File: src/common/irq_ctl_map.svh
`ifndef IRQ_CTL_MAP_SVH
`define IRQ_CTL_MAP_SVH

// byte addresses on the register bus
`define ICR_OFF 32'h00000000
`define PCF_OFF 32'h00000004
`define PC_RISE_OFF 32'h00000008
`define PC_FALL_OFF 32'h0000000C
`define EXT_CFG_OFF 32'h00000010
`define IRQ_STAT_OFF 32'h00000014

// irq_control_reg field positions
`define ICR_GIE_BIT 7
`define ICR_PERIPH_GROUP_IRQ_ENABLE_BIT 6
`define ICR_TMR_IE_BIT 5
`define ICR_EXT_IE_BIT 4
`define ICR_PC_IE_BIT 3
`define ICR_TMR_F_BIT 2
`define ICR_EXT_F_BIT 1
`define ICR_PC_SUM_BIT 0

// ext_pin config and status field positions
`define EXT_RISE_BIT 0
`define STAT_IRQ_BIT 0
`define STAT_PERIPH_BIT 1

// reset values
`define ICR_RESET 8'h00
`define PCF_RESET 8'h00
`define PC_EDGE_RESET 8'h00
`define EXT_CFG_RESET 8'h01

`endif

File: src/common/irq_ctl_pkg.sv
package irq_ctl_pkg;

  typedef struct packed {
    logic psel;
    logic penable;
    logic pwrite;
    logic [31:0] paddr;
    logic [31:0] pwdata;
  } apb_req_t;

  typedef struct packed {
    logic pready;
    logic [31:0] prdata;
    logic pslverr;
  } apb_rsp_t;

  typedef enum logic [2:0] {
    SEL_ICR,
    SEL_PCF,
    SEL_RISE,
    SEL_FALL,
    SEL_EXT,
    SEL_STAT,
    SEL_NONE
  } reg_sel_t;

endpackage

File: src/hdl/pin_change_bank.sv
`include "irq_ctl_map.svh"

module pin_change_bank
  import irq_ctl_pkg::*;
(
  input wire logic sys_clk,
  input wire logic rstn,
  input wire logic [7:0] pin_in,
  input wire logic [7:0] rise_en,
  input wire logic [7:0] fall_en,
  input wire logic clr_wr,
  input wire logic [7:0] clr_keep,
  output logic [7:0] pin_change_flag_regs,
  output logic any_change
);

  logic [7:0] prev_ff;
  logic armed_ff;
  logic [7:0] events;

  function automatic logic [7:0] edges(input logic [7:0] now, input logic [7:0] was,
                                        input logic [7:0] ren, input logic [7:0] fen);
    edges = (now & ~was & ren) | (~now & was & fen);
  endfunction

  // no edge is reported in the first cycle: prev_ff is not a real history yet
  assign events = armed_ff ? edges(pin_in, prev_ff, rise_en, fall_en) : 8'h00;

  always_ff @(posedge sys_clk)
  begin
    if (!rstn)
    begin
      prev_ff <= 8'h00;
      armed_ff <= 1'b0;
    end
    else
    begin
      prev_ff <= pin_in;
      armed_ff <= 1'b1;
    end
  end

  // software clears by writing 0; a new edge in the same cycle wins
  always_ff @(posedge sys_clk)
  begin
    if (!rstn)
      pin_change_flag_regs <= `PCF_RESET;
    else if (clr_wr)
      pin_change_flag_regs <= (pin_change_flag_regs & clr_keep) | events;
    else
      pin_change_flag_regs <= pin_change_flag_regs | events;
  end

  assign any_change = |pin_change_flag_regs;

endmodule // pin_change_bank

File: src/hdl/core_interrupt_control.sv
`include "irq_ctl_map.svh"

// Notes on behaviour
// - bit 7 gates every request to core
// - bit 6 gates peripheral group requests
// - bit 5 enables timer overflow source
// - bit 4 enables external pin source
// - bit 3 enables pin-change source
// - bit 2 set on timer overflow
// - bit 1 set on external pin event
// - bit 0 shows any pin-change flag set
// - bit 0 read-only, clears with pin-change flags
// - flags set regardless of bits 7..3; pin-change flags need rise_en_ff or fall_en_ff set for the pin
// - whole register resets to zero
// - bits 7..1 writable, bit 0 ignores writes
module core_interrupt_control
  import irq_ctl_pkg::*;
(
  input wire logic sys_clk,
  input wire logic rstn,
  input wire apb_req_t apb_in,
  output apb_rsp_t apb_out,
  input wire logic timer_overflow,
  input wire logic ext_pin,
  input wire logic [7:0] pin_in,
  input wire logic [7:0] periph_req,
  output logic irq_to_core,
  output logic [7:0] irq_control_reg
);

  logic [7:3] enables_ff;
  logic tmr_flag_ff;
  logic ext_flag_ff;
  logic [7:0] ctrl;
  logic [7:0] rise_en_ff;
  logic [7:0] fall_en_ff;
  logic [7:0] ext_cfg_ff;
  logic ext_prev_ff;
  logic ext_armed_ff;
  logic irq_ff;
  logic [31:0] rdata_ff;
  logic slverr_ff;
  logic [7:0] pc_flags;
  logic pc_sum;
  logic ext_event;
  logic setup;
  logic access_wr;
  reg_sel_t sel;
  logic [31:0] rd_value;
  logic local_req;
  logic periph_pending;
  logic nxt_irq;

  function automatic reg_sel_t decode(input logic [31:0] addr);
    case (addr)
      `ICR_OFF: decode = SEL_ICR;
      `PCF_OFF: decode = SEL_PCF;
      `PC_RISE_OFF: decode = SEL_RISE;
      `PC_FALL_OFF: decode = SEL_FALL;
      `EXT_CFG_OFF: decode = SEL_EXT;
      `IRQ_STAT_OFF: decode = SEL_STAT;
      default: decode = SEL_NONE;
    endcase
  endfunction

  function automatic logic wr_hit(input apb_req_t req, input reg_sel_t which);
    wr_hit = req.psel && req.penable && req.pwrite && (decode(req.paddr) == which);
  endfunction

  assign sel = decode(apb_in.paddr);
  assign setup = apb_in.psel && !apb_in.penable;
  assign access_wr = apb_in.psel && apb_in.penable && apb_in.pwrite;

  // zero wait state slave: read data is captured in the setup cycle
  assign apb_out = '{pready: 1'b1, prdata: rdata_ff, pslverr: slverr_ff};

  pin_change_bank u_pin_change_bank (
    .sys_clk(sys_clk),
    .rstn(rstn),
    .pin_in(pin_in),
    .rise_en(rise_en_ff),
    .fall_en(fall_en_ff),
    .clr_wr(wr_hit(apb_in, SEL_PCF)),
    .clr_keep(apb_in.pwdata[7:0]),
    .pin_change_flag_regs(pc_flags),
    .any_change(pc_sum)
  );

  // external pin edge detector, polarity chosen by software
  assign ext_event = ext_armed_ff &&
    (ext_cfg_ff[`EXT_RISE_BIT] ? (ext_pin && !ext_prev_ff) : (!ext_pin && ext_prev_ff));

  always_ff @(posedge sys_clk)
  begin
    if (!rstn)
    begin
      ext_prev_ff <= 1'b0;
      ext_armed_ff <= 1'b0;
    end
    else
    begin
      ext_prev_ff <= ext_pin;
      ext_armed_ff <= 1'b1;
    end
  end

  // enable bits: plain storage from software
  always_ff @(posedge sys_clk)
  begin
    if (!rstn)
      enables_ff <= 5'(`ICR_RESET >> 3);
    else if (wr_hit(apb_in, SEL_ICR))
      enables_ff <= apb_in.pwdata[7:3];
  end

  // timer flag: overflow sets it whatever the enables say, and wins over a write
  always_ff @(posedge sys_clk)
  begin
    if (!rstn)
      tmr_flag_ff <= 1'b0;
    else if (timer_overflow)
      tmr_flag_ff <= 1'b1;
    else if (wr_hit(apb_in, SEL_ICR))
      tmr_flag_ff <= apb_in.pwdata[`ICR_TMR_F_BIT];
  end

  always_ff @(posedge sys_clk)
  begin
    if (!rstn)
      ext_flag_ff <= 1'b0;
    else if (ext_event)
      ext_flag_ff <= 1'b1;
    else if (wr_hit(apb_in, SEL_ICR))
      ext_flag_ff <= apb_in.pwdata[`ICR_EXT_F_BIT];
  end

  // summary bit has no storage of its own, so a write cannot reach it
  assign ctrl = {enables_ff, tmr_flag_ff, ext_flag_ff, pc_sum};

  assign irq_control_reg = ctrl;

  always_ff @(posedge sys_clk)
  begin
    if (!rstn)
    begin
      rise_en_ff <= `PC_EDGE_RESET;
      fall_en_ff <= `PC_EDGE_RESET;
      ext_cfg_ff <= `EXT_CFG_RESET;
    end
    else
    begin
      if (wr_hit(apb_in, SEL_RISE))
        rise_en_ff <= apb_in.pwdata[7:0];
      if (wr_hit(apb_in, SEL_FALL))
        fall_en_ff <= apb_in.pwdata[7:0];
      if (wr_hit(apb_in, SEL_EXT))
        ext_cfg_ff <= {7'h00, apb_in.pwdata[`EXT_RISE_BIT]};
    end
  end

  // request combining
  assign local_req = (ctrl[`ICR_TMR_IE_BIT] && ctrl[`ICR_TMR_F_BIT]) ||
                     (ctrl[`ICR_EXT_IE_BIT] && ctrl[`ICR_EXT_F_BIT]) ||
                     (ctrl[`ICR_PC_IE_BIT] && pc_sum);
  assign periph_pending = ctrl[`ICR_PERIPH_GROUP_IRQ_ENABLE_BIT] && (|periph_req);
  assign nxt_irq = ctrl[`ICR_GIE_BIT] && (local_req || periph_pending);

  // registered so the core sees a glitch-free level, at one cycle of latency
  always_ff @(posedge sys_clk)
  begin
    if (!rstn)
      irq_ff <= 1'b0;
    else
      irq_ff <= nxt_irq;
  end

  assign irq_to_core = irq_ff;

  always_comb
  begin
    rd_value = 32'h00000000;
    case (sel)
      SEL_ICR: rd_value = {24'h000000, ctrl};
      SEL_PCF: rd_value = {24'h000000, pc_flags};
      SEL_RISE: rd_value = {24'h000000, rise_en_ff};
      SEL_FALL: rd_value = {24'h000000, fall_en_ff};
      SEL_EXT: rd_value = {24'h000000, ext_cfg_ff};
      SEL_STAT: rd_value = {30'h00000000, periph_pending, irq_ff};
      default: rd_value = 32'h00000000;
    endcase
  end

  always_ff @(posedge sys_clk)
  begin
    if (!rstn)
    begin
      rdata_ff <= 32'h00000000;
      slverr_ff <= 1'b0;
    end
    else if (setup)
    begin
      rdata_ff <= apb_in.pwrite ? 32'h00000000 : rd_value;
      slverr_ff <= (sel == SEL_NONE);
    end
  end

  property p_gie_blocks;
    @(posedge sys_clk) disable iff (!rstn)
    !ctrl[`ICR_GIE_BIT] |=> !irq_to_core;
  endproperty
  a_gie_blocks: assert property (p_gie_blocks) else $error("request while disabled");

  property p_periph_path;
    @(posedge sys_clk) disable iff (!rstn)
    (ctrl[`ICR_GIE_BIT] && !local_req) |=>
      (irq_to_core == $past(ctrl[`ICR_PERIPH_GROUP_IRQ_ENABLE_BIT] && (|periph_req)));
  endproperty
  a_periph_path: assert property (p_periph_path) else $error("peripheral gating wrong");

  property p_timer_src;
    @(posedge sys_clk) disable iff (!rstn)
    (ctrl[`ICR_GIE_BIT] && ctrl[`ICR_TMR_IE_BIT] && ctrl[`ICR_TMR_F_BIT])
      |=> irq_to_core;
  endproperty
  a_timer_src: assert property (p_timer_src) else $error("timer source did not request");

  property p_ext_src;
    @(posedge sys_clk) disable iff (!rstn)
    (ctrl[`ICR_GIE_BIT] && ctrl[`ICR_EXT_IE_BIT] && ctrl[`ICR_EXT_F_BIT])
      |=> irq_to_core;
  endproperty
  a_ext_src: assert property (p_ext_src) else $error("external source did not request");

  property p_pc_src;
    @(posedge sys_clk) disable iff (!rstn)
    (ctrl[`ICR_GIE_BIT] && ctrl[`ICR_PC_IE_BIT] && (|pc_flags)) |=> irq_to_core;
  endproperty
  a_pc_src: assert property (p_pc_src) else $error("pin-change source did not request");

  property p_timer_flag;
    @(posedge sys_clk) disable iff (!rstn)
    timer_overflow |=> ctrl[`ICR_TMR_F_BIT];
  endproperty
  a_timer_flag: assert property (p_timer_flag) else $error("overflow did not set flag");

  property p_timer_flag_rise;
    @(posedge sys_clk) disable iff (!rstn)
    $rose(ctrl[`ICR_TMR_F_BIT]) |-> $past(timer_overflow) || $past(access_wr);
  endproperty
  a_timer_flag_rise: assert property (p_timer_flag_rise) else $error("flag rose unasked");

  // the pin history restarts at reset, so an edge in the first cycle after release is skipped
  property p_ext_flag;
    @(posedge sys_clk) disable iff (!rstn)
    ($past(rstn) && (ext_cfg_ff[`EXT_RISE_BIT] ? (ext_pin && !$past(ext_pin))
                                                 : (!ext_pin && $past(ext_pin))))
      |=> irq_control_reg[`ICR_EXT_F_BIT];
  endproperty
  a_ext_flag: assert property (p_ext_flag) else $error("pin edge lost");

  property p_summary;
    @(posedge sys_clk) disable iff (!rstn)
    ($past(rstn) && (|((pin_in & ~$past(pin_in) & rise_en_ff) |
                       (~pin_in & $past(pin_in) & fall_en_ff))))
      |=> irq_control_reg[`ICR_PC_SUM_BIT];
  endproperty
  a_summary: assert property (p_summary) else $error("pin edge left summary clear");

  property p_summary_fall;
    @(posedge sys_clk) disable iff (!rstn)
    $fell(irq_control_reg[`ICR_PC_SUM_BIT]) |-> $past(wr_hit(apb_in, SEL_PCF));
  endproperty
  a_summary_fall: assert property (p_summary_fall) else $error("summary fell unasked");

  property p_flag_no_enable;
    @(posedge sys_clk) disable iff (!rstn)
    (timer_overflow && !ctrl[`ICR_GIE_BIT] && !ctrl[`ICR_TMR_IE_BIT])
      |=> ctrl[`ICR_TMR_F_BIT] && !irq_to_core;
  endproperty
  a_flag_no_enable: assert property (p_flag_no_enable) else $error("flag needs enable");

  property p_reset_zero;
    @(posedge sys_clk) disable iff (!rstn)
    $rose(rstn) |-> (ctrl[7:1] == 7'h00) && !irq_to_core;
  endproperty
  a_reset_zero: assert property (p_reset_zero) else $error("not zero after reset");

  property p_write_store;
    @(posedge sys_clk) disable iff (!rstn)
    (wr_hit(apb_in, SEL_ICR) && !timer_overflow && !ext_event) |=>
      (ctrl[7:1] == $past(apb_in.pwdata[7:1]));
  endproperty
  a_write_store: assert property (p_write_store) else $error("write not stored");

  property p_combine;
    @(posedge sys_clk) disable iff (!rstn)
    ##1 irq_to_core == $past(ctrl[`ICR_GIE_BIT] &&
      ((ctrl[`ICR_TMR_IE_BIT] && ctrl[`ICR_TMR_F_BIT]) ||
       (ctrl[`ICR_EXT_IE_BIT] && ctrl[`ICR_EXT_F_BIT]) ||
       (ctrl[`ICR_PC_IE_BIT] && (|pc_flags)) ||
       (ctrl[`ICR_PERIPH_GROUP_IRQ_ENABLE_BIT] && (|periph_req))));
  endproperty
  a_combine: assert property (p_combine) else $error("request equation broken");

endmodule // core_interrupt_control

File: config.mk
export PLATFORM = sky130hd
export DESIGN_NAME = core_interrupt_control
export DESIGN_NICKNAME = d
export VERILOG_FILES = /design/src/common/irq_ctl_pkg.sv /design/src/hdl/pin_change_bank.sv /design/src/hdl/core_interrupt_control.sv
export VERILOG_INCLUDE_DIRS = /design/src /design/src/common
export SDC_FILE = /design/constraint.sdc
export NUM_CORES = 1
export LEC_CHECK = 0
export ABC_CLOCK_PERIOD_IN_PS = 5300
export BUFFER_PORTS_ARGS = -buffer_cell sky130_fd_sc_hd__buf_2
export CAP_MARGIN = 0
export CORE_MARGIN = 5
export CORE_UTILIZATION = 50
export CTS_CLUSTER_DIAMETER = 40
export CTS_CLUSTER_SIZE = 8
export DETAILED_ROUTE_END_ITERATION = 10
export GPL_ROUTABILITY_DRIVEN = 0
export GPL_TIMING_DRIVEN = 0
export PLACE_DENSITY = 0.86
export SYNTH_ARGS = -nofsm -noshare
export SYNTH_HDL_FRONTEND = slang
export SYNTH_SLANG_ARGS = --single-unit
File: constraint.sdc
create_clock -name sys_clk -period 5.3 [get_ports sys_clk]
set_input_delay 1.06 -clock sys_clk [delete_from_list [all_inputs] [get_ports sys_clk]]
set_output_delay 1.06 -clock sys_clk [all_outputs]
set_load 0.02 [all_outputs]
==> results.py <==
metrics = {
    "setup_path": {
        "crit_required_ps": 5490,
        "crit_path_start": "apb_in[58]",
        "cp-end-kind": "flop",
        "timing.rr.start": "u_pin_change_bank.pin_change_flag_regs[4]",
        "critPathLaunchType": "primary input",
        "cp_max_fo": 10,
        "crit_arrival_ps": 3610,
        "reg2reg_slack_ps": 3910,
        "path_class": "primary input to flop",
    },
    "route": {
        "antenna_left": 0,
        "met3RoutedLength_um": 575,
        "wl_per_cell_um": 15.0,
        "via_count": 2582,
        "wl_met1_um": 3020,
        "drt-vias-per-instance": 5.33,
        "drc": 0,
        "dr.pass1.iters": 4,
        "drtIter0Drc": 144,
        "drt-total-wl_um": 7270,
        "top_layer_used": "met4",
        "wl_met2_um": 3600,
    },
    "timing": {
        "holdWs_ps": 472,
        "period_share_pct": 64.4,
        "finalHoldViolCount": 0,
        "fmax_ghz": 0.293,
        "setup_tns_ps": 0,
        "setup_viol": 0,
        "rsz0062_at_grt": "no",
        "period_needed_ps": 3420,
        "tightest_slew_ps": 596,
        "setup_ws_ps": 1880,
        "max-slew-margin-rel_pct": 60.2,
        "maxSlewViolCount": 0,
        "fin_skew_ps": 4.45,
    },
    "synth": {
        "synth.avg_cell_area_um2": 8.92,
        "synth_area_um2": 2700,
        "yosysWarnings": 0,
        "synthMuxAreaShare_pct": 8.70,
        "yosysTopAreaCellShare_pct": 38.5,
        "postSynthCellCount": 303,
        "yosys.area.top_type": "dfxtp_1",
        "synthAdderAreaFrac_pct": 0.463,
        "yosys-top-cells-area": "dfxtp_1 (39%), buf_4 (8.1%), mux2i_1 (7.0%)",
        "seq_area_frac_synth_pct": 38.5,
        "synth_compound_area_share_pct": 17.9,
        "ys_ff_latch": 52,
        "synth_top_family_by_area": "simple AND/OR/NAND/NOR gates",
        "synth-xor-area-share_pct": 0,
        "synthSimpleGateAreaFrac_pct": 23.5,
        "ys_types": 50,
    },
    "clock_network": {
        "path_clk_slew_ps": 100,
        "hold_buffers": 0,
        "numCtsBuffers": 5,
        "clk-insertion-delay-late_ps": 310,
        "cts.sinks": 52,
        "cts_tree": "yes",
        "cts_setup_buffers": 0,
        "htreeDepth": 2,
        "clockRootBuffer": "clkbuf_8",
        "cts_buffer_depth": 2,
        "cts-resized-gates": 0,
    },
    "floorplanning": {
        "die_width_um": 83.5,
        "die_h_um": 83.5,
        "core_um2": 5170,
        "start_util_pct": 52.3,
        "io-pin-count": 130,
        "die-area_um2": 6980,
        "rows": 26,
    },
    "final_layout": {
        "nNetsFinal": 501,
        "fillers": 422,
        "syn_to_final_growth_pct": 25.4,
        "stdcell_count": 484,
        "final_util_pct": 65.5,
        "drive_gt1_share_pct": 32.9,
        "final_area_um2": 3390,
        "antenna_cells": 0,
    },
    "placed_design": {
        "place_area_um2": 3280,
        "post-dp-hpwl_um": 5760,
        "dp.cells": 476,
        "io_buffers": 80,
        "pre_cts_slack_ps": 1570,
    },
    "power": {
        "finalPower_uw": 777,
        "powerDensity_nw_per_um2": 229,
        "p_leak_nw": 1.53,
        "peakVddDrop_v": 0.000125,
    },
    "grt": {
        "antenna_found_initial": 0,
        "grt_max_degree": 17,
        "grt_use_total_pct": 20.2,
        "grt_pass1_wl_um": 11700,
        "grt-ovfl-total": 0,
        "grt_pass1_vias": 2502,
    },
    "run": {
        "drv_cap": 0,
    },
    "min_path": {
        "hold_start": "slverr_ff",
        "min_path_type": "flop to flop",
    },
    "run_status": {
        "status": "complete, no violations",
    },
}
-- worst max-delay path, cell delays in order --
cell and delay (ps):
buf_2 100, nor4_2 290, nand4_2 290, nor2_1 240, nand2_1 80, ha_1 240
nor3_2 380, nand4_1 390, clkbuf_1 330, nand3_1 140, o21ai_0 80
-- where the power goes --
group | total (mW) | internal [mW] | switching [mW]
Clock | 0.281 | 0.143 | 0.138
Combinational | 0.0965 | 0.0423 | 0.0542
Sequential | 0.400 | 0.396 | 0.00363
Total | 0.777 | 0.581 | 0.196
-- cell usage in the layout (no fill, tap or decap), types with 2 or more instances in the layout --
| cell | n |
|---|---|
| mux2i_1 | 19 |
| clkbuf_1 | 9 |
| or3_1 | 2 |
| nor2_1 | 12 |
| a31oi_1 | 9 |
| a32o_1 | 2 |
| o21ai_0 | 25 |
| buf_2 | 81 |
| and2_1 | 11 |
| o211ai_2 | 2 |
| nor2b_1 | 7 |
| o21ai_1 | 10 |
| o211ai_1 | 9 |
| conb_1 | 25 |
| nand4_1 | 2 |
| nand2_1 | 30 |
| nand2b_1 | 2 |
| nand3_1 | 17 |
| dfxtp_1 | 52 |
| mux2_2 | 3 |
| or4_1 | 2 |
| a2bb2oi_1 | 6 |
| nor4_2 | 6 |
| nor4_1 | 2 |
| buf_4 | 29 |
| clkbuf_8 | 5 |
| inv_1 | 9 |
-- cell usage after synthesis (all sizes together) --
cell type  count
o21ai         35
conb           2
buf           31
a31oi          9
or3            2
inv            9
o211ai        12
nor2          13
or2            1
and2          11
nor3           3
or4            2
nand3         17
nand4b         1
a22o           1
and3           1
nor3b          1
nor2b          7
nand4          4
o31a           1
a21oi          1
a22oi          1
mux2           4
a2bb2oi        6
ha             1
a222oi         1
dfxtp         52
nand2b         2
o311a          1
mux2i         19
a32o           2
nand2         30
a21boi         2
nor4           9
and4b          1
clkbuf         8
-- cells by family (layout without fill, tap and decap cells) --
group | Yosys count | in the layout
AO/OA/AOI/OAI | 72 | 72
flip-flops | 52 | 52
adder cells (fa/ha/maj) | 1 | 1
multiplexers | 23 | 23
other | 2 | 25
AND/OR/NAND/NOR | 105 | 105
buffers and inverters | 48 | 136
-- registers in the layout, indices dropped and copies added, names as in the netlist --
signal / cells
tmr_flag_ff: 1
rdata_ff: 8
enables_ff: 5
rise_en_ff: 8
fall_en_ff: 8
ext_cfg_ff: 1
u_pin_change_bank.armed_ff: 1
irq_to_core: 1
ext_prev_ff: 1
u_pin_change_bank.prev_ff: 8
slverr_ff: 1
ext_flag_ff: 1
u_pin_change_bank.pin_change_flag_regs: 8
-- layout make-up --
cell class	instances	area, µm²	area share, %
flip-flops and latches	52	1040	30.7
repair buffers	80	400	11.8
well taps	70	87.6	2.58
clock buffers	6	72.6	2.14
multi-input cells	226	1460	43.0
clock inverters	2	38.8	1.14
plain buffers	39	256	7.57
inverters	9	33.8	0.997
-- worst paths after layout --
kind	end	cells after the start
max	fall_en_ff[6]	11
min	slverr_ff	2
max reg2reg	irq_to_core	4
min reg2reg	slverr_ff	2
-- layer usage --
metal  vias up  global-route usage (%)
li1       1265                       -
met1      1198                    24.4
met2       111                    35.8
met3         8                    4.54
met4         0                    5.70
met5         -                       0
(Power assumes the default switching activity.)
